--- src/dfd_regs.svh ---
// register map, field positions, type codes and vector numbers
// of the descriptor and fault decode block; included by the package
`ifndef DFD_REGS_SVH
`define DFD_REGS_SVH

// register offsets on the plain register port
`define DFD_ADDR_W 4
`define DFD_OFF_CTRL 4'h0
`define DFD_OFF_STATUS 4'h4
`define DFD_OFF_MASK 4'h8
`define DFD_OFF_LAST 4'hc

// control register bits and reset values
`define DFD_CTRL_SIZE_EXT 0
`define DFD_CTRL_ALIGN_MASK 1
`define DFD_CTRL_RST 2'h0
`define DFD_MASK_RST 4'h0

// status and mask bits
`define DFD_ST_W 4
`define DFD_ST_VEC 0
`define DFD_ST_DOUBLE 1
`define DFD_ST_NMI 2
`define DFD_ST_XFER 3

// paging entry fields
`define DFD_PG_PRESENT 0
`define DFD_PG_WRITE 1
`define DFD_PG_USER 2
`define DFD_PG_WTHRU 3
`define DFD_PG_CDIS 4
`define DFD_PG_ACC 5
`define DFD_PG_LARGE 7
`define DFD_PG_SW_HI 11
`define DFD_PG_SW_LO 9

// application descriptor type bits
`define DFD_DT_ACC 0
`define DFD_DT_RW 1
`define DFD_DT_EXP 2
`define DFD_DT_CODE 3

// system segment and gate type codes
`define DFD_SYS_TASK16_FREE 4'h1
`define DFD_SYS_LOCAL_TABLE 4'h2
`define DFD_SYS_TASK16_BUSY 4'h3
`define DFD_SYS_CALL16 4'h4
`define DFD_SYS_TASK_GATE 4'h5
`define DFD_SYS_INT16 4'h6
`define DFD_SYS_TRAP16 4'h7
`define DFD_SYS_TASK32_FREE 4'h9
`define DFD_SYS_TASK32_BUSY 4'hb
`define DFD_SYS_CALL32 4'hc
`define DFD_SYS_INT32 4'he
`define DFD_SYS_TRAP32 4'hf

// vector numbers
`define DFD_V_DIVIDE 8'h00
`define DFD_V_DEBUG 8'h01
`define DFD_V_NMI 8'h02
`define DFD_V_BREAK 8'h03
`define DFD_V_OVERFLOW 8'h04
`define DFD_V_BOUND 8'h05
`define DFD_V_OPCODE 8'h06
`define DFD_V_NO_DEVICE 8'h07
`define DFD_V_DOUBLE 8'h08
`define DFD_V_BAD_TASK 8'h0a
`define DFD_V_NOT_PRESENT 8'h0b
`define DFD_V_STACK 8'h0c
`define DFD_V_PROTECT 8'h0d
`define DFD_V_PAGE 8'h0e
`define DFD_V_FLOAT 8'h10
`define DFD_V_ALIGN 8'h11

`endif

--- src/dfd_pkg.sv ---
// types shared by the descriptor and fault decode block and its users
// assumes dfd_regs.svh sits in the include path
package dfd_pkg;
`include "dfd_regs.svh"

   // decoded paging entry
   typedef struct packed {
      logic present;
      logic writable;
      logic user;
      logic write_through;
      logic page_cache_disable_flag;
      logic accessed;
      logic large_page_flag;
      logic [2:0] software_available_bits;
   } dfd_page_t;

   // decoded application descriptor type
   typedef struct packed {
      logic is_code;
      logic writable;
      logic readable;
      logic expand_down;
      logic conforming;
      logic accessed;
   } dfd_app_t;

   // decoded system descriptor or gate type
   typedef enum logic [3:0] {
      DFD_SK_RESERVED,
      DFD_SK_TASK16_FREE,
      DFD_SK_TASK16_BUSY,
      DFD_SK_LOCAL_TABLE,
      DFD_SK_TASK32_FREE,
      DFD_SK_TASK32_BUSY,
      DFD_SK_CALL16,
      DFD_SK_CALL32,
      DFD_SK_TASK_GATE,
      DFD_SK_INT16,
      DFD_SK_INT32,
      DFD_SK_TRAP16,
      DFD_SK_TRAP32
   } dfd_sys_kind_t;

   // one-cycle fault and interrupt conditions from the core
   typedef struct packed {
      logic divide_err;
      logic debug_hit;
      logic breakpoint;
      logic overflow;
      logic bound_err;
      logic bad_opcode;
      logic no_device;
      logic bad_task_seg;
      logic seg_load;
      logic seg_present;
      logic stack_limit;
      logic stack_ref;
      logic stack_present;
      logic misc_protect;
      logic page_ref;
      logic page_violation;
      logic float_err;
      logic unaligned;
   } dfd_fault_t;

   typedef enum logic {
      DFD_IDLE,
      DFD_DELIVER
   } dfd_state_t;
endpackage

--- src/dfd_decode.sv ---
// descriptor, paging entry and fault vector decode for the core
// assumes one core clock, a synchronous reset, and a dispatcher that
// pulses deliver_done once the handler of a raised vector has started
// limitation: nmi_pin is asynchronous, so vector 2 follows its rising
// edge by three cycles
`timescale 1ns/1ns
module dfd_decode
   import dfd_pkg::*;
(
   input wire logic clk,
   input wire logic sys_rst,
   input wire logic [`DFD_ADDR_W-1:0] reg_addr,
   input wire logic [31:0] reg_wdata,
   input wire logic reg_wr,
   input wire logic reg_rd,
   output logic [31:0] reg_rdata,
   output logic irq,
   input wire logic entry_load,
   input wire logic [31:0] entry_data,
   input wire logic entry_from_dir,
   output dfd_page_t page_fields,
   output logic large_page_path,
   output logic small_page_path,
   output logic page_valid,
   input wire logic desc_load,
   input wire logic desc_is_app,
   input wire logic [3:0] desc_type,
   output dfd_app_t app_fields,
   output dfd_sys_kind_t sys_kind,
   output logic desc_valid,
   input wire logic xfer_req,
   input wire logic [1:0] xfer_cur_pl,
   input wire logic [1:0] xfer_tgt_pl,
   input wire logic xfer_via_gate,
   output logic xfer_ok,
   output logic xfer_done,
   input wire dfd_fault_t fault_in,
   input wire logic nmi_pin,
   input wire logic alignment_check_flag,
   input wire logic soft_int,
   input wire logic [7:0] soft_vec,
   input wire logic deliver_done,
   output logic vec_valid,
   output logic [7:0] vec_num,
   output logic delivering
);

   logic [1:0] ctrl_reg;
   logic [`DFD_ST_W-1:0] status_reg;
   logic [`DFD_ST_W-1:0] mask_reg;
   logic [`DFD_ST_W-1:0] event_set;
   logic [7:0] last_vec_reg;
   logic nmi_meta;
   logic nmi_sync;
   logic nmi_seen;
   logic nmi_rise;
   logic xfer_refused;
   logic hw_hit;
   logic [7:0] hw_vec;
   logic take_double;
   logic [7:0] vec_next;
   logic raise;
   dfd_state_t state_reg;
   dfd_page_t page_next;
   dfd_app_t app_next;
   dfd_sys_kind_t kind_next;

   wire logic page_size_extension_control = ctrl_reg[`DFD_CTRL_SIZE_EXT];
   wire logic alignment_mask_bit = ctrl_reg[`DFD_CTRL_ALIGN_MASK];

   // nmi pin crossing: first stage feeds only the second
   always_ff @(posedge clk) begin
      if (sys_rst) begin
         nmi_meta <= 1'b0;
         nmi_sync <= 1'b0;
         nmi_seen <= 1'b0;
      end else begin
         nmi_meta <= nmi_pin;
         nmi_sync <= nmi_meta;
         nmi_seen <= nmi_sync;
      end
   end

   // edge, so a long nmi level raises the vector once
   assign nmi_rise = nmi_sync & ~nmi_seen;

   // paging entry field split
   always_comb begin
      page_next.present = entry_data[`DFD_PG_PRESENT];
      page_next.writable = entry_data[`DFD_PG_WRITE];
      page_next.user = entry_data[`DFD_PG_USER];
      page_next.write_through = entry_data[`DFD_PG_WTHRU];
      page_next.page_cache_disable_flag = entry_data[`DFD_PG_CDIS];
      page_next.accessed = entry_data[`DFD_PG_ACC];
      page_next.large_page_flag = entry_data[`DFD_PG_LARGE];
      page_next.software_available_bits =
         entry_data[`DFD_PG_SW_HI:`DFD_PG_SW_LO];
   end

   // latched paging decode and path choice
   always_ff @(posedge clk) begin
      if (sys_rst) begin
         page_fields <= '0;
         large_page_path <= 1'b0;
         small_page_path <= 1'b0;
         page_valid <= 1'b0;
      end else begin
         page_valid <= entry_load;
         if (entry_load) begin
            page_fields <= page_next;
            // table entries always walk the small path
            large_page_path <= page_size_extension_control &
               entry_from_dir & page_next.large_page_flag;
            small_page_path <= ~(page_size_extension_control &
               entry_from_dir & page_next.large_page_flag);
         end
      end
   end

   // application type decode
   always_comb begin
      app_next.is_code = desc_type[`DFD_DT_CODE];
      app_next.writable = ~desc_type[`DFD_DT_CODE] &
         desc_type[`DFD_DT_RW];
      // data segments are always readable
      app_next.readable = ~desc_type[`DFD_DT_CODE] |
         desc_type[`DFD_DT_RW];
      app_next.expand_down = ~desc_type[`DFD_DT_CODE] &
         desc_type[`DFD_DT_EXP];
      app_next.conforming = desc_type[`DFD_DT_CODE] &
         desc_type[`DFD_DT_EXP];
      app_next.accessed = desc_type[`DFD_DT_ACC];
   end

   // system segment and gate type decode
   always_comb begin
      case (desc_type)
         `DFD_SYS_TASK16_FREE: kind_next = DFD_SK_TASK16_FREE;
         `DFD_SYS_LOCAL_TABLE: kind_next = DFD_SK_LOCAL_TABLE;
         `DFD_SYS_TASK16_BUSY: kind_next = DFD_SK_TASK16_BUSY;
         `DFD_SYS_TASK32_FREE: kind_next = DFD_SK_TASK32_FREE;
         `DFD_SYS_TASK32_BUSY: kind_next = DFD_SK_TASK32_BUSY;
         `DFD_SYS_CALL16: kind_next = DFD_SK_CALL16;
         `DFD_SYS_CALL32: kind_next = DFD_SK_CALL32;
         `DFD_SYS_TASK_GATE: kind_next = DFD_SK_TASK_GATE;
         `DFD_SYS_INT16: kind_next = DFD_SK_INT16;
         `DFD_SYS_INT32: kind_next = DFD_SK_INT32;
         `DFD_SYS_TRAP16: kind_next = DFD_SK_TRAP16;
         `DFD_SYS_TRAP32: kind_next = DFD_SK_TRAP32;
         default: kind_next = DFD_SK_RESERVED;
      endcase
   end

   // latched descriptor decode; the unused view reads as zero
   always_ff @(posedge clk) begin
      if (sys_rst) begin
         app_fields <= '0;
         sys_kind <= DFD_SK_RESERVED;
         desc_valid <= 1'b0;
      end else begin
         desc_valid <= desc_load;
         if (desc_load) begin
            app_fields <= desc_is_app ? app_next : '0;
            sys_kind <= desc_is_app ? DFD_SK_RESERVED : kind_next;
         end
      end
   end

   // a level change without a gate is refused
   assign xfer_refused = xfer_req & (xfer_cur_pl != xfer_tgt_pl) &
      ~xfer_via_gate;

   // transfer verdict, held until the next request
   always_ff @(posedge clk) begin
      if (sys_rst) begin
         xfer_ok <= 1'b0;
         xfer_done <= 1'b0;
      end else begin
         xfer_done <= xfer_req;
         if (xfer_req) begin
            xfer_ok <= ~xfer_refused;
         end
      end
   end

   // hardware vector select, lowest number first
   // present flags and a violation without a reference are only
   // qualifiers and raise nothing on their own
   always_comb begin
      hw_hit = 1'b1;
      hw_vec = `DFD_V_PROTECT;
      if (fault_in.divide_err) begin
         hw_vec = `DFD_V_DIVIDE;
      end else if (fault_in.debug_hit) begin
         hw_vec = `DFD_V_DEBUG;
      end else if (fault_in.breakpoint) begin
         hw_vec = `DFD_V_BREAK;
      end else if (fault_in.overflow) begin
         hw_vec = `DFD_V_OVERFLOW;
      end else if (fault_in.bound_err) begin
         hw_vec = `DFD_V_BOUND;
      end else if (fault_in.bad_opcode) begin
         hw_vec = `DFD_V_OPCODE;
      end else if (fault_in.no_device) begin
         hw_vec = `DFD_V_NO_DEVICE;
      end else if (fault_in.bad_task_seg) begin
         hw_vec = `DFD_V_BAD_TASK;
      end else if (fault_in.seg_load & ~fault_in.seg_present) begin
         hw_vec = `DFD_V_NOT_PRESENT;
      end else if (fault_in.stack_limit |
            (fault_in.stack_ref & ~fault_in.stack_present)) begin
         hw_vec = `DFD_V_STACK;
      end else if (fault_in.misc_protect | xfer_refused) begin
         hw_vec = `DFD_V_PROTECT;
      end else if (fault_in.page_ref &
            (fault_in.page_violation | ~page_fields.present)) begin
         hw_vec = `DFD_V_PAGE;
      end else if (fault_in.float_err) begin
         hw_vec = `DFD_V_FLOAT;
      end else if (fault_in.unaligned & alignment_check_flag &
            alignment_mask_bit) begin
         hw_vec = `DFD_V_ALIGN;
      end else begin
         hw_hit = 1'b0;
      end
   end

   // nmi outranks faults, faults outrank software requests
   always_comb begin
      take_double = hw_hit & (state_reg == DFD_DELIVER);
      raise = nmi_rise | hw_hit | soft_int;
      if (nmi_rise) begin
         vec_next = `DFD_V_NMI;
      end else if (take_double) begin
         vec_next = `DFD_V_DOUBLE;
      end else if (hw_hit) begin
         vec_next = hw_vec;
      end else begin
         vec_next = soft_vec;
      end
   end

   // delivery tracking; a new raise wins over deliver_done
   // nmi and software requests enter here too, so a fault that follows
   // either of them is also taken as a double fault
   always_ff @(posedge clk) begin
      if (sys_rst) begin
         state_reg <= DFD_IDLE;
      end else begin
         case (state_reg)
            DFD_IDLE: begin
               if (raise) begin
                  state_reg <= DFD_DELIVER;
               end
            end
            DFD_DELIVER: begin
               if (deliver_done & ~raise) begin
                  state_reg <= DFD_IDLE;
               end
            end
            default: state_reg <= DFD_IDLE;
         endcase
      end
   end

   // vector output: one pulse per raise, number held after it
   always_ff @(posedge clk) begin
      if (sys_rst) begin
         vec_valid <= 1'b0;
         vec_num <= 8'h00;
         delivering <= 1'b0;
         last_vec_reg <= 8'h00;
      end else begin
         vec_valid <= raise;
         delivering <= (state_reg == DFD_DELIVER) ?
            ~(deliver_done & ~raise) : raise;
         if (raise) begin
            vec_num <= vec_next;
            last_vec_reg <= vec_next;
         end
      end
   end

   // events that feed the sticky status bits
   always_comb begin
      event_set = '0;
      event_set[`DFD_ST_VEC] = raise;
      event_set[`DFD_ST_DOUBLE] = take_double & ~nmi_rise;
      event_set[`DFD_ST_NMI] = nmi_rise;
      event_set[`DFD_ST_XFER] = xfer_refused;
   end

   // control and mask registers
   // unused write data bits are dropped, unmapped writes land nowhere
   always_ff @(posedge clk) begin
      if (sys_rst) begin
         ctrl_reg <= `DFD_CTRL_RST;
         mask_reg <= `DFD_MASK_RST;
      end else if (reg_wr) begin
         if (reg_addr == `DFD_OFF_CTRL) begin
            ctrl_reg <= reg_wdata[1:0];
         end
         if (reg_addr == `DFD_OFF_MASK) begin
            mask_reg <= reg_wdata[`DFD_ST_W-1:0];
         end
      end
   end

   // sticky status, write one to clear; a new event beats the clear
   always_ff @(posedge clk) begin
      if (sys_rst) begin
         status_reg <= '0;
      end else if (reg_wr && reg_addr == `DFD_OFF_STATUS) begin
         status_reg <= (status_reg & ~reg_wdata[`DFD_ST_W-1:0]) |
            event_set;
      end else begin
         status_reg <= status_reg | event_set;
      end
   end

   // interrupt line follows the registered status next cycle
   // one cycle of latency buys an output straight from a flop
   always_ff @(posedge clk) begin
      if (sys_rst) begin
         irq <= 1'b0;
      end else begin
         irq <= |(status_reg & mask_reg);
      end
   end

   // read port: data stand one cycle after the strobe only
   always_ff @(posedge clk) begin
      if (sys_rst) begin
         reg_rdata <= 32'h0000_0000;
      end else if (reg_rd) begin
         case (reg_addr)
            `DFD_OFF_CTRL: reg_rdata <= {30'h0000_0000, ctrl_reg};
            `DFD_OFF_STATUS: reg_rdata <= {28'h000_0000, status_reg};
            `DFD_OFF_MASK: reg_rdata <= {28'h000_0000, mask_reg};
            // busy flag sits just above the last vector number
            `DFD_OFF_LAST: begin
               reg_rdata <= {23'h00_0000,
                  state_reg == DFD_DELIVER, last_vec_reg};
            end
            default: reg_rdata <= 32'h0000_0000;
         endcase
      end else begin
         reg_rdata <= 32'h0000_0000;
      end
   end

endmodule

--- config.mk ---
export PLATFORM = sky130hd
export DESIGN_NAME = dfd_decode
export DESIGN_NICKNAME = d
export VERILOG_FILES = /design/src/dfd_pkg.sv /design/src/dfd_decode.sv
export VERILOG_INCLUDE_DIRS = /design/src
export SDC_FILE = /design/constraint.sdc
export NUM_CORES = 1
export LEC_CHECK = 0
export BUFFER_PORTS_ARGS = -buffer_cell sky130_fd_sc_hd__buf_4
export CAP_MARGIN = 10
export CORE_MARGIN = 2
export CORE_UTILIZATION = 35
export DETAILED_ROUTE_END_ITERATION = 16
export GPL_ROUTABILITY_DRIVEN = 1
export PLACE_DENSITY = 0.69
export SLEW_MARGIN = 15
export SYNTH_ARGS = -nofsm -noshare
export SYNTH_HDL_FRONTEND = slang
export SYNTH_SLANG_ARGS = --single-unit
--- constraint.sdc ---
create_clock -name clk -period 2.2 [get_ports clk]
set_input_delay 0.44 -clock clk [delete_from_list [all_inputs] [get_ports clk]]
set_output_delay 0.44 -clock clk [all_outputs]
set_load 0.01 [all_outputs]
Word-level counts from Yosys, hierarchy flattened --
Memory sizes are Yosys's and may differ from the RTL's. Index checks and enable logic that the tools add are counted. W data, S select, Z words.
Storage, ports and cells: bits in latches 0, ROM bits 64, memory bits (writable) 0, output and inout bits 69, input bits 116, memories kept 1, bits in registers 83
Memories:
- (name not given) | depth 16, bits a word 4, rd ports 1, clocked after Yosys merged registers in 0, wr ports 0, RTL line dfd_decode.sv:137 | case (desc_type)
Cells by class: div/mod/pow operators 0, reductions and logical operators 6, bitwise operators 40, mux-type cells 39, $add $sub $neg 0, equal/unequal tests 4, multiply operators 0, shifts and indexed selects 0, $lt $le $gt $ge 0
Operator list (count):
- $mux W5 | 14
- $pmux W9 S4 | 1
- $mux W8 | 3
- $mux W1 | 17
- $and A1 B1 Y1 | 16
- $not A1 Y1 | 13
- $and A4 B4 Y4 | 2
- $eq A4 B4 Y1 const B | 2
- $mux W4 | 2
- $or A4 B4 Y4 | 2
- $mux W6 | 1
- $or A1 B1 Y1 | 6
- $eq A4 B3 Y1 const B | 1
- $logic_not A4 Y1 | 1
- $not A4 Y4 | 1
- $reduce_and A2 Y1 | 2
- $reduce_or A4 Y1 | 1
- $ne A2 B2 Y1 | 1
- $pmux W1 S2 | 1
- $reduce_or A2 Y1 | 1
- $logic_and A1 B1 Y1 | 1

Logic depth before layout (Yosys ltp) --
word-level depth 22, mapped depth 7

Worst setup path after synthesis --
No wires, ideal clock.
path type in2reg, start point input fault_in[11] (netlist name), end point register last_vec_reg[4], data arrival time 1.850 ns, data required time 2.141 ns, setup slack 0.291 ns, stages 5, cells stage by stage or4_4 and4bb_4 nand4_4 nor3_4 a32o_2
On the way: longest elaborated chain between the ends 10, elaborated cells between the ends (all ways) 20
Ends and longest elaborated chain:
- start, declared | RTL line dfd_decode.sv:37 | input wire dfd_fault_t fault_in,
- $mux W5 or $mux W1 (tied branches) | RTL line dfd_decode.sv:204 | end else if (fault_in.no_device) begin
- $mux W5 or $mux W1 (tied branches) | RTL line dfd_decode.sv:202 | end else if (fault_in.bad_opcode) begin
- $mux W5 or $mux W1 (tied branches) | RTL line dfd_decode.sv:200 | end else if (fault_in.bound_err) begin
- $mux W5 or $mux W1 (tied branches) | RTL line dfd_decode.sv:198 | end else if (fault_in.overflow) begin
- $mux W5 or $mux W1 (tied branches) | RTL line dfd_decode.sv:196 | end else if (fault_in.breakpoint) begin
- $mux W5 or $mux W1 (tied branches) | RTL line dfd_decode.sv:194 | end else if (fault_in.debug_hit) begin
- $mux W5 or $mux W1 (tied branches) | RTL line dfd_decode.sv:192 | if (fault_in.divide_err) begin
- $mux W8 or $and A1 B1 Y1 (tied branches) | RTL line dfd_decode.sv:236, dfd_decode.sv:230
- $mux W8 | RTL line dfd_decode.sv:234 | end else if (take_double) begin
- $mux W8 | RTL line dfd_decode.sv:232 | if (nmi_rise) begin
- end signal, assigned | RTL line dfd_decode.sv:279 | last_vec_reg <= vec_next;
- end, declared | RTL line dfd_decode.sv:52 | logic [7:0] last_vec_reg;
Parallel ways exist; a longest one is shown, timed or not. A chain may end at the register's enable or synchronous reset.

Worst setup path after layout --
start point input fault_in[11] (netlist name), end point register last_vec_reg[2]
Same word-level chain as after synthesis.

==> results.toml <==
[detailed_routing]
avgViaCountPerCell = 4.72
wirelength_um = 6750
drt_first_pass_iters = 4
vias = 2502
wl_per_cell_um = 12.7
post-route-drc-count = 0
drtIter0Drc = 75
ant_nets = 0

[critical_path]
required_ps = 2450
path_cells = "buf_4 -> or4_4 -> nor4_1 -> and4_1 -> nand3_1 -> o22ai_1"
path_class = "in -> reg"
slowest_delay_ps = 530
cp_top_family = "simple AND/OR/NAND/NOR gates"
cp_max_fo = 5
crit_buf_inv = 1
worstSetupEndpointType = "flop"
cpMaxStageDelayCell = "or4_4"
cp-start-kind = "input port"
crit_arrival_ps = 2060

[sta]
setup_ws_ps = 391
min_period_over_period_pct = 82.2
final_hold_viol_count = 0
skew_ps = 5.45
setup_viol = 0
fin_tns_setup_ps = 0
fin_crit_ps = 1810
max_freq_ghz = 0.553
drv_slew = 0
rsz0062_at_grt = "no"

[clock_network]
cts_tree = "built"
clk_pin_slew_ps = 70
cts.repair.resized = 0
cts_made_buffers = 9
htreeDepth = 3
cts-root-buf = "clkbuf_8"
clock_latency_ps = 320
max-clock-path-buffers = 2
post_cts_buffers = 0
holdBufCountCts = 0
cts_sinks = 59

[power]
leakage_nw = 1.79
peakVddDrop_v = 0.000365
p_per_area_nw_per_um2 = 692

[run]
maxCapViolCount = 0

[grt]
grt_pass1_vias = 2384
grt_pass1_wl_um = 10800
gr-usage-all-layers_pct = 15.6
antenna_found_initial = 0
grt_overflow_total = 0
grt_start_max_net_pins = 32

[synthesis]
syn_area_um2 = 2770
synth_xor_area_share_pct = 0.632
synth_most_common_cell = "dfxtp_1"
async_flop_share_pct = 0
ys_warn_count = 0
synth-adder-area-share_pct = 1.35
synth.avg_cell_area_um2 = 9.03
synth_edf_count = 0
synth-compound-area-share_pct = 14.0
synthCells = 307
synthFlopType = "dfxtp_1"
synthDistinctLibCells = 50
synth_top_area_share_pct = 42.6
yosys.area_share.simple_pct = 23.1
yosysTopAreaCell = "dfxtp_1"
synthTopCellsByArea = "dfxtp_1 (43%), mux2i_1 (6.5%), buf_4 (6.2%)"
yosysSeqAreaShare_pct = 42.6
synth_top_family_by_area = "simple AND/OR/NAND/NOR gates"
ys_ff_latch = 59
synth_mux_area_share_pct = 8.12
synth_commonest_cells = "dfxtp_1 (59), nor2_1 (42), a21oi_1 (25), buf_4 (23), mux2i_1 (18)"

[hold_path]
hold_path.class = "in -> reg"

[placement]
gp_congestion = 0.873
place_hpwl_um = 5270
portBuffers = 111
place_ws_ps = 83.8

[status]
outcome = "finished, final reports clean"

[final_layout]
fin_nets = 542
drive_gt1_share_pct = 34.8
largest_reg_flops = 10
area_delta_synth_final_pct = 39.8
diodes = 0

[die]
die_w_um = 93.0
die_area_um2 = 8650
core.rowCount = 32
core_area_um2 = 7690
start_util_pct = 36.1
die_h_um = 93.0
ioPinCount = 185
==> stage by stage <==
stage	hold WS, ps	total power (W)	util, %	std cells	cell area [um^2]
5_1_grt	327	0.00281	50.4	530	3880
4_1_cts	314	0.00272	50.4	530	3880
3_5_place_dp	430	0.00150	47.3	514	3640
2_1_floorplan	414	0.00135	-	329	2860
3_3_place_gp	430	0.00150	47.3	514	3640
6_report	328	0.00268	50.4	530	3880
==> cell families after synthesis <==
kind of cell | count (synthesis)
and+or+nand+nor | 116
DFF | 59
AOI/OAI and AO/OA | 58
buffers and inverters | 47
muxes | 21
adders and majority gates | 3
xor gates and xnor gates | 2
other | 1
==> worst reg2reg max path, stage by stage (launching register included) <==
cell,delay (ps)
dfxtp_1,360
nand2b_2,120
a2111oi_4,390
buf_4,180
and4_1,220
nand3_1,190
o22ai_1,200
==> layout by cell type (no fill, tap or decap), drive strengths merged, types with 2 or more instances in the layout <==
cell,Yosys,final
conb,1,23
a21o,2,2
and2,6,6
inv,12,12
a31oi,2,2
a22oi,4,4
and2b,4,4
a21oi,25,25
ha,3,3
nand4,5,5
nor4,3,3
nand3,12,12
o22ai,4,4
nor3,7,7
mux2i,18,18
nor2b,13,13
mux2,2,2
clkinv,0,2
nor2,42,42
bufinv,0,3
buf,25,118
nand2,9,9
dfxtp,59,59
xor2,2,2
a222oi,2,2
a22o,2,2
nand3b,2,2
clkbuf,10,11
o21ai,9,9
nand2b,5,5
==> power by group <==
group | internal (W) | leakage, nW | switching (W) | total, W
clock | 0.000780 | 0.123 | 0.000422 | 0.00120
combinational | 0.000180 | 1.18 | 0.000170 | 0.000351
sequential | 0.00111 | 0.482 | 0.0000237 | 0.00113
total | 0.00207 | 1.79 | 0.000616 | 0.00268
==> final timing paths <==
check,start,to,slack (ps),depth (start not counted)
worst max-delay path,fault_in[11],last_vec_reg[2]$_SDFFE_PP0P_,390,6
worst min-delay path,nmi_pin,nmi_meta$_SDFF_PP0_,330,2
worst max register to register,page_fields[9]$_SDFFE_PP0P_,last_vec_reg[2]$_SDFFE_PP0P_,470,6
worst min register to register,nmi_meta$_SDFF_PP0_,nmi_sync$_SDFF_PP0_,440,1
==> layer usage <==
metal,track usage [%],vias up,share of wire [%]
li1,-,1258,-
met1,18.4,1157,42
met2,28.1,78,52
met3,3.46,9,5.4
met4,4.66,0,1.0
met5,0,-,0
==> final cells by class <==
type,count,area (um^2)
clock inverters,5,100
fillers,770,3810
repair buffers,118,886
inverters,12,45.0
multi-input cells,223,1400
clock buffers,11,141
flip-flops and latches,59,1180
well taps,102,128
(Power assumes the default switching activity.)
